--- config.mk ---
export PLATFORM = sky130hd
export DESIGN_NAME = rtcfc_top
export DESIGN_NICKNAME = d
export VERILOG_FILES = /design/src/rtl/rtcfc_pkg.sv /design/src/rtl/rtcfc_divider.sv /design/src/rtl/rtcfc_top.sv
export SDC_FILE = /design/constraint.sdc
export NUM_CORES = 1
export LEC_CHECK = 0
export ABC_AREA = 1
export BUFFER_PORTS_ARGS = -buffer_cell sky130_fd_sc_hd__buf_2
export CELL_PAD_IN_SITES_DETAIL_PLACEMENT = 1
export CELL_PAD_IN_SITES_GLOBAL_PLACEMENT = 1
export CORE_ASPECT_RATIO = 2
export CORE_UTILIZATION = 50
export CTS_CLUSTER_SIZE = 25
export DETAILED_ROUTE_END_ITERATION = 10
export PLACE_DENSITY = 0.82
export SLEW_MARGIN = 20
export SYNTH_ARGS = -nofsm -noshare
export SYNTH_HDL_FRONTEND = slang
export SYNTH_HIERARCHICAL = 1
export SYNTH_SLANG_ARGS = --single-unit
--- constraint.sdc ---
create_clock -name clk_sys -period 4 [get_ports clk_sys]
set_clock_uncertainty 0.2 [all_clocks]
set_input_delay 0.8 -clock clk_sys [delete_from_list [all_inputs] [get_ports clk_sys]]
set_output_delay 0.8 -clock clk_sys [all_outputs]
set_load 0.02 [all_outputs]
--- src/rtl/rtcfc_pkg.sv ---
// rtcfc_pkg: constants and types of the clock flags/control block
// assumes a 20 MHz system clock and a byte wide register port
package rtcfc_pkg;

   typedef logic [7:0] rtcfc_byte_t;
   typedef logic [7:0] rtcfc_addr_t;

   // register offsets
   localparam rtcfc_addr_t ADDR_FLAGS   = 8'h00;
   localparam rtcfc_addr_t ADDR_SECONDS = 8'h01;
   localparam rtcfc_addr_t ADDR_MINUTES = 8'h02;
   localparam rtcfc_addr_t ADDR_SQWSEL  = 8'h03;
   localparam rtcfc_addr_t ADDR_IRQSTAT = 8'h04;
   localparam rtcfc_addr_t ADDR_IRQMASK = 8'h05;
   localparam rtcfc_addr_t ADDR_XFERSTS = 8'h06;

   // flags/control bit positions
   localparam int BIT_CAL = 2;
   localparam int BIT_WHOLD = 1;
   localparam int BIT_RHOLD = 0;

   // interrupt event bit positions
   localparam int EV_SEC = 0;
   localparam int EV_XFER = 1;
   localparam int EV_W = 2;

   // square wave select codes
   localparam logic [1:0] SEL_IRQ = 2'h0;
   localparam logic [1:0] SEL_1HZ = 2'h1;
   localparam logic [1:0] SEL_CAL = 2'h2;

   // reset values
   localparam logic [1:0] SEL_RESET = 2'h0;
   localparam rtcfc_byte_t TIME_RESET = 8'h00;
   localparam logic [EV_W:0] IRQ_RESET = 3'h0;
   localparam rtcfc_byte_t TIME_LIMIT = 8'h3b; // 59, wrap point

   // timing
   localparam int CLK_HZ = 20000000;
   localparam int CLK_PERIOD_NS = 50;
   localparam int CAL_HZ = 512;
   localparam int CLOCK_TRANSFER_TIME_NS = 1000;
   localparam int XFER_CYCLES_RAW = CLOCK_TRANSFER_TIME_NS / CLK_PERIOD_NS;
   localparam int XFER_CYCLES = (XFER_CYCLES_RAW < 1) ? 1 : XFER_CYCLES_RAW;
   localparam int HALF_SEC_CYCLES = CLK_HZ / 2;
   localparam int CAL_HALF_CYCLES = CLK_HZ / (2 * CAL_HZ);

   // transfer state machine
   typedef enum logic [1:0] {
      XS_RUN  = 2'b01,
      XS_XFER = 2'b10
   } rtcfc_xstate_e;

endpackage

--- src/rtl/rtcfc_divider.sv ---
// rtcfc_divider: one-cycle enable pulse every DIV system clocks
// assumes a single clock domain and an asynchronous active low reset
`timescale 1ns/1ps
module rtcfc_divider #(
   parameter int DIV = 2
) (
   input  wire logic clk_sys,
   input  wire logic rst_n,
   output logic      tick
);
   logic [31:0] count;
   logic [31:0] next_count;
   logic        next_tick;

   // count down and pulse at zero
   always_comb begin
      next_tick = 1'b0;
      next_count = count - 32'h1;
      if (count == 32'h0) begin
         next_tick = 1'b1;
         next_count = 32'(DIV - 1);
      end
   end

   // register the count and pulse
   always_ff @(posedge clk_sys or negedge rst_n) begin
      if (!rst_n) begin
         count <= 32'h0;
         tick <= 1'b0;
      end else begin
         count <= next_count;
         tick <= next_tick;
      end
   end
endmodule

--- src/rtl/rtcfc_top.sv ---
// rtcfc_top: clock flags/control register with hold bits, transfer and calibration output
// assumes a plain register port on clk_sys; eventPin is a push-pull output pin
// Functional notes
// - calibration bit drives 512 Hz on event pin
// - calibration output overrides square wave select
// - calibration bit clears on power-up
// - write hold freezes visible time registers (running counters keep counting), allows register writes
// - releasing write hold copies changed time
// - write hold bit clears on power-up
`timescale 1ns/1ps
module rtcfc_top #(
   parameter int HALF_SEC = rtcfc_pkg::HALF_SEC_CYCLES,
   parameter int CAL_HALF = rtcfc_pkg::CAL_HALF_CYCLES
) (
   input  wire logic               clk_sys,
   input  wire logic               rst_n,
   input  wire rtcfc_pkg::rtcfc_addr_t regAddr,
   input  wire rtcfc_pkg::rtcfc_byte_t regWdata,
   input  wire logic               regWr,
   input  wire logic               regRd,
   output rtcfc_pkg::rtcfc_byte_t  regRdata,
   output logic                    irq,
   output logic                    eventPin
);
   import rtcfc_pkg::*;

   logic          halfTick;
   logic          calTick;
   logic          cal;
   logic          wHold;
   logic          rHold;
   logic [1:0]    sqwSel;
   logic [EV_W:0] irqStatus;
   logic [EV_W:0] irqMask;
   rtcfc_byte_t   visSec;
   rtcfc_byte_t   visMin;
   rtcfc_byte_t   runSec;
   rtcfc_byte_t   runMin;
   logic          timeDirty;
   logic          halfPhase;
   logic          sqHalf;
   logic          calSq;
   logic [7:0]    xferCnt;
   rtcfc_xstate_e xState;
   logic          next_cal;
   logic          next_wHold;
   logic          next_rHold;
   logic [1:0]    next_sqwSel;
   logic [EV_W:0] next_irqStatus;
   logic [EV_W:0] next_irqMask;
   rtcfc_byte_t   next_visSec;
   rtcfc_byte_t   next_visMin;
   rtcfc_byte_t   next_runSec;
   rtcfc_byte_t   next_runMin;
   logic          next_timeDirty;
   logic          next_halfPhase;
   logic          next_sqHalf;
   logic          next_calSq;
   logic [7:0]    next_xferCnt;
   rtcfc_xstate_e next_xState;
   rtcfc_byte_t   next_regRdata;
   logic          next_irq;
   logic          next_eventPin;
   logic          secTick;
   logic          wrFlags;
   logic          wFall;
   logic          loadRun;
   logic [EV_W:0] events;

   // wrap-around increment of a seconds or minutes value
   function automatic rtcfc_byte_t bump(input rtcfc_byte_t v);
      bump = (v >= TIME_LIMIT) ? TIME_RESET : v + 8'h01;
   endfunction

   // half second and calibration half period enables
   rtcfc_divider #(.DIV(HALF_SEC)) u_halfDiv (
      .clk_sys (clk_sys),
      .rst_n   (rst_n),
      .tick    (halfTick)
   );
   rtcfc_divider #(.DIV(CAL_HALF)) u_calDiv (
      .clk_sys (clk_sys),
      .rst_n   (rst_n),
      .tick    (calTick)
   );

   // decode of strobes
   assign secTick = halfTick & halfPhase;
   assign wrFlags = regWr && (regAddr == ADDR_FLAGS);
   assign wFall = wrFlags && wHold && !regWdata[BIT_WHOLD];
   assign loadRun = wFall && timeDirty;
   assign events[EV_SEC] = secTick;
   assign events[EV_XFER] = (xState == XS_XFER) && (xferCnt == 8'h0) && !loadRun;
   assign events[EV_W] = wFall;

   // control registers, interrupt status and mask
   always_comb begin
      next_cal = cal;
      next_wHold = wHold;
      next_rHold = rHold;
      next_sqwSel = sqwSel;
      next_irqMask = irqMask;
      next_irqStatus = irqStatus;
      if (wrFlags) begin
         next_cal = regWdata[BIT_CAL];
         next_wHold = regWdata[BIT_WHOLD];
         next_rHold = regWdata[BIT_RHOLD];
      end
      if (regWr && regAddr == ADDR_SQWSEL)
         next_sqwSel = regWdata[1:0];
      if (regWr && regAddr == ADDR_IRQMASK)
         next_irqMask = regWdata[EV_W:0];
      if (regWr && regAddr == ADDR_IRQSTAT)
         next_irqStatus = irqStatus & ~regWdata[EV_W:0];
      next_irqStatus = next_irqStatus | events; // a new event beats its clear
      next_irq = |(next_irqStatus & next_irqMask);
   end

   always_ff @(posedge clk_sys or negedge rst_n) begin
      if (!rst_n) begin
         cal <= 1'b0;
         wHold <= 1'b0;
         rHold <= 1'b0;
         sqwSel <= SEL_RESET;
         irqMask <= IRQ_RESET;
         irqStatus <= IRQ_RESET;
         irq <= 1'b0;
      end else begin
         cal <= next_cal;
         wHold <= next_wHold;
         rHold <= next_rHold;
         sqwSel <= next_sqwSel;
         irqMask <= next_irqMask;
         irqStatus <= next_irqStatus;
         irq <= next_irq;
      end
   end

   // running counters, visible registers and the transfer sequence
   always_comb begin
      next_runSec = runSec;
      next_runMin = runMin;
      next_visSec = visSec;
      next_visMin = visMin;
      next_timeDirty = timeDirty;
      next_xState = xState;
      next_xferCnt = xferCnt;
      next_halfPhase = halfTick ? !halfPhase : halfPhase;
      if (secTick) begin
         next_runSec = bump(runSec);
         if (runSec >= TIME_LIMIT)
            next_runMin = bump(runMin);
      end
      unique case (xState)
         XS_RUN: begin
            if (loadRun) begin
               next_runSec = visSec;
               next_runMin = visMin;
               next_timeDirty = 1'b0;
               next_xState = XS_XFER;
               next_xferCnt = 8'(XFER_CYCLES - 1);
            end
         end
         XS_XFER: begin
            if (loadRun) begin
               // a new release with changed time restarts the copy rather than losing it
               next_runSec = visSec;
               next_runMin = visMin;
               next_timeDirty = 1'b0;
               next_xferCnt = 8'(XFER_CYCLES - 1);
            end else if (xferCnt == 8'h0)
               next_xState = XS_RUN;
            else
               next_xferCnt = xferCnt - 8'h01;
         end
      endcase
      if (wHold) begin
         // clock frozen for software, time registers writable
         if (regWr && regAddr == ADDR_SECONDS) begin
            next_visSec = regWdata;
            next_timeDirty = 1'b1;
         end
         if (regWr && regAddr == ADDR_MINUTES) begin
            next_visMin = regWdata;
            next_timeDirty = 1'b1;
         end
      end else if (!rHold && xState == XS_RUN && !loadRun) begin
         next_visSec = next_runSec;
         next_visMin = next_runMin;
      end
   end

   always_ff @(posedge clk_sys or negedge rst_n) begin
      if (!rst_n) begin
         runSec <= TIME_RESET;
         runMin <= TIME_RESET;
         visSec <= TIME_RESET;
         visMin <= TIME_RESET;
         timeDirty <= 1'b0;
         xState <= XS_RUN;
         xferCnt <= 8'h0;
         halfPhase <= 1'b0;
      end else begin
         runSec <= next_runSec;
         runMin <= next_runMin;
         visSec <= next_visSec;
         visMin <= next_visMin;
         timeDirty <= next_timeDirty;
         xState <= next_xState;
         xferCnt <= next_xferCnt;
         halfPhase <= next_halfPhase;
      end
   end

   // square waves and event pin selection
   always_comb begin
      next_sqHalf = halfTick ? !sqHalf : sqHalf;
      next_calSq = calTick ? !calSq : calSq;
      if (cal)
         next_eventPin = next_calSq;
      else begin
         unique case (sqwSel)
            SEL_IRQ: next_eventPin = next_irq;
            SEL_1HZ: next_eventPin = next_sqHalf;
            SEL_CAL: next_eventPin = next_calSq;
            default: next_eventPin = 1'b0;
         endcase
      end
   end

   always_ff @(posedge clk_sys or negedge rst_n) begin
      if (!rst_n) begin
         sqHalf <= 1'b0;
         calSq <= 1'b0;
         eventPin <= 1'b0;
      end else begin
         sqHalf <= next_sqHalf;
         calSq <= next_calSq;
         eventPin <= next_eventPin;
      end
   end

   // read data, valid only in the cycle after the read strobe
   always_comb begin
      next_regRdata = 8'h00;
      if (regRd) begin
         unique case (regAddr)
            ADDR_FLAGS:   next_regRdata = {5'h00, cal, wHold, rHold};
            ADDR_SECONDS: next_regRdata = visSec;
            ADDR_MINUTES: next_regRdata = visMin;
            ADDR_SQWSEL:  next_regRdata = {6'h00, sqwSel};
            ADDR_IRQSTAT: next_regRdata = {5'h00, irqStatus};
            ADDR_IRQMASK: next_regRdata = {5'h00, irqMask};
            ADDR_XFERSTS: next_regRdata = {7'h00, xState == XS_XFER};
            default:      next_regRdata = 8'h00;
         endcase
      end
   end

   always_ff @(posedge clk_sys or negedge rst_n) begin
      if (!rst_n)
         regRdata <= 8'h00;
      else
         regRdata <= next_regRdata;
   end

   // helper: high from the first edge after reset release
   logic seenClk;
   always_ff @(posedge clk_sys or negedge rst_n) begin
      if (!rst_n)
         seenClk <= 1'b0;
      else
         seenClk <= 1'b1;
   end
endmodule

Word-level counts from Yosys, hierarchy flattened
Cells that the tools add are included.
{ "totals": {"output_inout_bits": 10, "register_bits": 133, "elab_cells": 122, "inputBits": 20} }
{ "classes": {"addsub": 5, "eq_ne": 16, "bitwise": 5, "muxes": 40, "order_cmp": 2, "n_reduce_logical": 31} }
{ "op_table": {"columns": ["op", "n"], "rows": [
  ["8-bit two-way mux", 19],
  ["32-bit zero test", 2],
  ["32-bit two-way mux", 2],
  ["32-bit by 1-bit subtractor with 32-bit output (second input constant)", 2],
  ["8-bit one-hot mux with 7 select lines", 1],
  ["8-bit by 3-bit == test with 1-bit output (second input constant)", 3],
  ["8-bit by 1-bit adder with 8-bit output (second input constant)", 2],
  ["8-bit by 2-bit == test with 1-bit output (second input constant)", 2],
  ["8-bit by 6-bit greater-or-equal comparator with 1-bit output (second input constant)", 2],
  ["8-bit zero test", 2],
  ["8-bit one-hot mux with 2 select lines", 1],
  ["1-bit logical AND", 13],
  ["1-bit two-way mux", 10],
  ["8-bit by 1-bit == test with 1-bit output (second input constant)", 1],
  ["8-bit by 1-bit subtractor with 8-bit output (second input constant)", 1],
  ["3-bit bitwise AND", 2],
  ["1-bit zero test", 6],
  ["2-bit two-way mux", 3],
  ["3-bit two-way mux", 2],
  ["2-bit by 1-bit inequality test with 1-bit output (second input constant)", 3],
  ["2-bit AND reduction", 3],
  ["2-bit by 1-bit == test with 1-bit output (second input constant)", 2],
  ["2-bit == test (second input constant)", 2],
  ["2-bit inequality test (second input constant)", 2],
  ["other kinds (11)", 11]
]} }

Logic depth before layout (Yosys ltp)
{ "logic_depth": {"depth_word": 12, "depth_mapped": 11, "depth_no_buf": 11} }

Cells and area by module
The synthesis kept the hierarchy.
{ "by_module_without_submodules": {"columns": ["module", "cells_each", "seq_area_each_um2", "area_each_um2", "n_inst"], "rows": [
  ["rtcfc_top", 463, 1677.9, 3577.2, 1],
  ["rtcfc_divider (u_calDiv)", 280, 825.8, 2005.7, 1],
  ["rtcfc_divider (u_halfDiv)", 264, 825.8, 1949.4, 1]
]} }

Worst setup path after synthesis
Ideal clock, no wire load.
{ "synth_path": {"path_kind": "input-to-reg", "start": "input port regAddr[7]", "end": "register visSec[1]", "arrival_ns": 1.853, "stages": 10, "n_path_buf": 0, "setup_ns": 0.127, "t_required_ns": 3.673, "setup_slack_ns": 1.820, "path_cell_list": "nor2_1 nand2_2 nor2_2 nand2_1 inv_2 nand3_1 nand2_4 inv_2 nor2_1 a21oi_1"} }
{ "synth_via": {"elab_chain_len": 9, "word_cells_on_any_way": 16, "cone_classes": "2 x eq/ne; 4 x mux; 10 x reduce/logical"} }
{ "synth_lines": {"columns": ["element", "line_no", "source"], "rows": [
  ["from (decl)", "rtcfc_top.sv:17", "input wire rtcfc_pkg::rtcfc_addr_t regAddr,"],
  ["8-bit zero test", "rtcfc_top.sv:89", "assign wrFlags = regWr && (regAddr == ADDR_FLAGS);"],
  ["1-bit logical AND", "rtcfc_top.sv:89", null],
  ["1-bit logical AND (2 in series)", "rtcfc_top.sv:90", "assign wFall = wrFlags && wHold && !regWdata[BIT_WHOLD];"],
  ["1-bit logical AND", "rtcfc_top.sv:91", "assign loadRun = wFall && timeDirty;"],
  ["8-bit two-way mux or 1-bit zero test (tied branches)", "rtcfc_top.sv:156, rtcfc_top.sv:165, rtcfc_top.sv:187", null],
  ["8-bit two-way mux or 1-bit logical AND (tied branches)", null, null],
  ["8-bit two-way mux or 2-bit nonzero test (tied branches)", null, null],
  ["8-bit two-way mux or 2-bit AND reduction (tied branches)", null, null],
  ["to (signal assigned)", "rtcfc_top.sv:206", "visSec <= next_visSec;"],
  ["to (decl)", "rtcfc_top.sv:35", "rtcfc_byte_t visSec;"]
]} }
Parallel ways exist; a longest one is shown, timed or not. The select of a mux whose other input is x is not followed.
A chain may end at the register's enable or synchronous reset.

Worst setup path in the final report
{ "layout_path": {"start": "input port regWr", "end": "register xferCnt[6]"} }
{ "layout_via": {"elab_chain_len": 6, "word_cells_on_any_way": 9, "cone_classes": "2 x eq/ne; 2 x mux; 5 x reduce/logical"} }
{ "layout_lines": {"columns": ["element", "line_no", "source"], "rows": [
  ["from (decl)", "rtcfc_top.sv:19", "input wire logic regWr,"],
  ["1-bit logical AND (*)", "rtcfc_top.sv:89", null],
  ["1-bit logical AND (*) (2 in series)", "rtcfc_top.sv:90", null],
  ["1-bit logical AND (*)", "rtcfc_top.sv:91", null],
  ["8-bit two-way mux (tied with other cells)", "rtcfc_top.sv:165", "if (loadRun) begin"],
  ["8-bit one-hot mux with 2 select lines or 2-bit AND reduction (tied branches)", null, null],
  ["to (signal assigned)", "rtcfc_top.sv:210", "xferCnt <= next_xferCnt;"],
  ["to (decl)", "rtcfc_top.sv:43", "logic [7:0] xferCnt;"]
]} }
Mark *: on every way between the ends. The rest lies on a longest branch, timed or not.

==> impl_metrics.prom <==
# TYPE chip_impl_metric gauge
chip_impl_metric{name="power.share.switching",unit="%"} 31.7
chip_impl_metric{name="setup-violations-final",unit=""} 0
chip_impl_metric{name="worst_slew_pin_slew",unit="ns"} 0.705
chip_impl_metric{name="path_depth",unit=""} 8
chip_impl_metric{name="clk_pin_slew",unit="ns"} 0.06
chip_impl_metric{name="drt-vias-per-instance",unit=""} 5.40
chip_impl_metric{name="synth_cell_type_count",unit=""} 47
chip_impl_metric{name="mappedNetlistArea",unit="sq mm"} 0.00753
chip_impl_metric{name="layout.core_utilization",unit="%"} 57.3
chip_impl_info{name="startpoint",value="regWr"} 1
chip_impl_metric{name="final.min_clock_period",unit="ns"} 2.37
chip_impl_metric{name="drt.antenna.violating_nets",unit=""} 0
chip_impl_metric{name="timing.hold.ws",unit="ns"} 0.196
chip_impl_metric{name="synth.yosys.seq_area_share",unit="%"} 44.2
chip_impl_metric{name="reg2regPathDepth",unit=""} 9
chip_impl_info{name="worst_hold_path_type",value="in2async"} 1
chip_impl_metric{name="power_report.internal_total",unit="mW"} 2.42
chip_impl_info{name="dominant_cell_type_by_count_on_the_critical_path",value="sky130_fd_sc_hd__nand2_1"} 1
chip_impl_metric{name="power_switching",unit="mW"} 1.13
chip_impl_metric{name="clock.fmax",unit="MHz"} 421
chip_impl_metric{name="cts_resized",unit=""} 0
chip_impl_metric{name="routedWlPerCell",unit="um"} 17.9
chip_impl_info{name="worstReg2RegStart",value="runSec[0]"} 1
chip_impl_metric{name="cellLeakagePower",unit="nW"} 4.14
chip_impl_info{name="end_kind",value="flop"} 1
chip_impl_metric{name="first_global_vias",unit=""} 7539
chip_impl_metric{name="die-area",unit="sq mm"} 0.0156
chip_impl_metric{name="hpwl",unit="um"} 17300
chip_impl_metric{name="dr_total_vias",unit=""} 6779
chip_impl_metric{name="slew_viol_final",unit=""} 0
chip_impl_info{name="criticalPathCategory",value="in2reg"} 1
chip_impl_metric{name="timing.setup.tns",unit="ns"} 0
chip_impl_metric{name="power.ir.vdd_worst",unit="uV"} 318
chip_impl_metric{name="place.gp.congestion",unit=""} 0.889
chip_impl_metric{name="worst_ep_arrival_time",unit="ns"} 2.48
chip_impl_metric{name="grt_pass1_wl",unit="um"} 36500
chip_impl_metric{name="share_seq_of_total_power",unit="%"} 43.2
chip_impl_metric{name="hold_violations",unit=""} 0
chip_impl_metric{name="timing.critical_path.slowest_cell_delay",unit="ns"} 0.37
chip_impl_metric{name="combinationalPowerShare",unit="%"} 14.7
chip_impl_metric{name="grt_antenna_before_repair",unit=""} 0
chip_impl_metric{name="path_buf_inv",unit=""} 1
chip_impl_metric{name="pin_count",unit=""} 30
chip_impl_info{name="cts_tree",value="done"} 1
chip_impl_metric{name="grt_residual_overflow",unit=""} 0
chip_impl_info{name="rsz_0062_raised_after_global_routing",value="false"} 1
chip_impl_metric{name="die-height",unit="um"} 176
chip_impl_metric{name="timing.critical_path.required",unit="ns"} 4.11
chip_impl_metric{name="num_rows",unit=""} 63
chip_impl_metric{name="setup_ws_post_layout",unit="ns"} 1.63
chip_impl_metric{name="timing.slew.headroom",unit="%"} 53.0
chip_impl_metric{name="floorplan.initialDensity",unit="%"} 51.1
chip_impl_metric{name="wirelength",unit="um"} 22500
chip_impl_metric{name="setup_slack_placement",unit="ns"} 1.21
chip_impl_metric{name="core",unit="sq mm"} 0.0147
chip_impl_metric{name="synthToLayoutAreaGrowth",unit="%"} 12.1
chip_impl_metric{name="fillCellCount",unit=""} 1906
chip_impl_info{name="slowest_stage",value="sky130_fd_sc_hd__o21ai_2"} 1
chip_impl_metric{name="multi_input_area",unit="sq mm"} 0.00371
chip_impl_metric{name="cap_viol_max_count",unit=""} 0
chip_impl_info{name="clock-root-buffer",value="sky130_fd_sc_hd__clkbuf_16"} 1
chip_impl_metric{name="cts-buffers-inserted",unit=""} 17
chip_impl_metric{name="portBuffers",unit=""} 29
chip_impl_info{name="kind_of_start_point_of_the_critical_path",value="input pin"} 1
chip_impl_metric{name="yosysWarningCount",unit=""} 6
chip_impl_metric{name="fin_crit_sh",unit="%"} 59.4
chip_impl_metric{name="seqCellArea",unit="sq mm"} 0.00333
chip_impl_metric{name="num_antenna_cells",unit=""} 0
chip_impl_metric{name="ys_seq_elements",unit=""} 133
chip_impl_metric{name="largest_net_degree_at_the_start_of_global_routing",unit=""} 75
chip_impl_info{name="critical_path.cell_chain",value="buf_2 -> nand2_1 -> nor2_1 -> nand3_4 -> o21ai_2 -> nand2_1 -> nand2_1 -> nor2_1"} 1
chip_impl_metric{name="worst_skew_pair.late_latency",unit="ns"} 0.42
chip_impl_metric{name="chipWidth",unit="um"} 88.8
chip_impl_metric{name="first_pass_iters",unit=""} 4
chip_impl_metric{name="critPathMaxFanout",unit=""} 26
chip_impl_metric{name="clock_sink_count",unit=""} 133
chip_impl_metric{name="max-clock-path-buffers",unit=""} 2
chip_impl_metric{name="cellPowerDensity",unit="mW/mm^2"} 420
chip_impl_info{name="worst_path_dominant_cell_family",value="simple AND/OR/NAND/NOR gates"} 1
chip_impl_metric{name="post_route_cells_drive_above_1_share",unit="%"} 14.8
chip_impl_metric{name="clock_power_share",unit="%"} 42.1
chip_impl_metric{name="mapped_avg_cell_area",unit="sq um"} 7.48
chip_impl_metric{name="cts_max_level",unit=""} 4
chip_impl_metric{name="postSynthNetCount",unit=""} 1033
chip_impl_metric{name="drt_drc_violations_left",unit=""} 0
chip_impl_metric{name="grt.total_usage",unit="%"} 31.6
chip_impl_metric{name="cts.repair_timing.setup_buffer_count",unit=""} 0
chip_impl_metric{name="detailedRoute.firstIterationViolations",unit=""} 225
chip_impl_metric{name="cts.hold.buffers_added",unit=""} 0
chip_impl_metric{name="final_net_count",unit=""} 1074
chip_impl_metric{name="synthCells",unit=""} 1007
chip_impl_metric{name="total_power",unit="mW"} 3.55
chip_impl_info{name="status",value="finished clean"} 1
==> power groups by stage <==
stage	logic [mW]	clock network [mW]	registers [mW]
final	0.523	1.49	1.53
after floorplan	0.363	0	1.53
after global placement	0.500	0	1.55
after global routing	0.599	1.57	1.54
after CTS	0.531	1.52	1.53
after detailed placement	0.524	0	1.55
==> cell type report <==
type	count	area share [%]
Clock inverter	15	1.61
Tap cell	195	2.89
Inverter	112	4.98
Timing Repair Buffer	31	2.12
Multi-Input combinational cell	753	43.9
Sequential cell	133	39.4
Clock buffer	17	5.04
==> cell families after synthesis <==
group           after synthesis  synth area share (%)
compound gates               94                  7.39
xor+xnor                     26                  3.02
fa+ha+maj                     6                 0.997
buf+inv                     121                  6.53
flops                       133                  44.2
mux                           1                 0.149
simple gates                626                  37.7
==> worst paths after layout <==
| path | end | slack, ns |
|---|---|---|
| max | xferCnt[6] | 1.63 |
| min | irqStatus[2] | 0.20 |
| max reg2reg | visMin[3] | 1.85 |
| min reg2reg | u_halfDiv/count[0] | 0.27 |
| max in group asynchronous | u_halfDiv/count[10] | 2.61 |
| min in group clk_sys | u_halfDiv/count[0] | 0.27 |
==> state kept, by name (all words and copies together) (netlist names), 2 cells and up <==
name,cells
irqMask,3
irqStatus,3
regRdata,8
runMin,8
runSec,8
sqwSel,2
u_calDiv/count,32
u_halfDiv/count,32
visMin,8
visSec,8
xState,2
xferCnt,8
==> Yosys cell counts (all sizes together) <==
cell type / number / area [sq um]
a211oi: 1 / 7.51
a21oi: 33 / 165
a22oi: 1 / 7.51
a311oi: 1 / 8.76
a31oi: 3 / 18.8
and3: 1 / 6.26
buf: 6 / 60.1
clkbuf: 3 / 11.3
clkinv: 1 / 3.75
dfrtp: 132 / 3300
dfstp: 1 / 26.3
ha: 6 / 75.1
inv: 111 / 417
mux2: 1 / 11.3
nand2: 271 / 1070
nand3: 63 / 343
nand3b: 3 / 22.5
nand4: 19 / 146
nor2: 247 / 1120
nor3: 13 / 65.1
nor3b: 1 / 7.51
o211ai: 4 / 35.0
o21ai: 38 / 220
o21bai: 10 / 75.1
o22ai: 3 / 18.8
or2: 8 / 50.1
xnor2: 6 / 52.6
xor2: 20 / 175
==> cell usage in the layout (no fill, tap or decap), types with 3 or more instances in the layout <==
cell / instances
sky130_fd_sc_hd__nand3b_1: 3
sky130_fd_sc_hd__nand3_1: 59
sky130_fd_sc_hd__xnor2_1: 6
sky130_fd_sc_hd__inv_6: 8
sky130_fd_sc_hd__nor3_1: 13
sky130_fd_sc_hd__o21ai_2: 5
sky130_fd_sc_hd__clkbuf_16: 17
sky130_fd_sc_hd__a21oi_1: 33
sky130_fd_sc_hd__nor2_1: 204
sky130_fd_sc_hd__nand4_1: 16
sky130_fd_sc_hd__o21ai_0: 22
sky130_fd_sc_hd__xor2_1: 20
sky130_fd_sc_hd__o211ai_1: 3
sky130_fd_sc_hd__nand2_2: 14
sky130_fd_sc_hd__nand2_1: 254
sky130_fd_sc_hd__clkinvlp_4: 4
sky130_fd_sc_hd__o22ai_1: 3
sky130_fd_sc_hd__buf_2: 28
sky130_fd_sc_hd__o21ai_1: 10
sky130_fd_sc_hd__nand3_2: 3
sky130_fd_sc_hd__inv_1: 98
sky130_fd_sc_hd__o21bai_1: 10
sky130_fd_sc_hd__a31oi_1: 3
sky130_fd_sc_hd__nand2_4: 3
sky130_fd_sc_hd__dfrtp_1: 132
sky130_fd_sc_hd__nor2_8: 4
sky130_fd_sc_hd__nor2_4: 7
sky130_fd_sc_hd__ha_1: 6
sky130_fd_sc_hd__or2_2: 5
sky130_fd_sc_hd__inv_2: 13
sky130_fd_sc_hd__nor2_2: 32
==> per-stage QoR <==
step / std cells / instance area (sq um)
after floorplan: 1007 / 7530
after global placement: 1224 / 7880
after detailed placement: 1224 / 7880
after CTS: 1256 / 8450
after global routing: 1256 / 8450
final: 1256 / 8450
==> routing by layer <==
metal	GRT usage, %	share of wire [%]	vias to the layer above
li1	-	-	3269
met2	59.9	57	146
met4	24.1	7.6	0
met1	28.5	33	3281
met5	0	0	-
met3	4.46	2.3	83
Note: power is estimated with default switching activity, not from simulation.
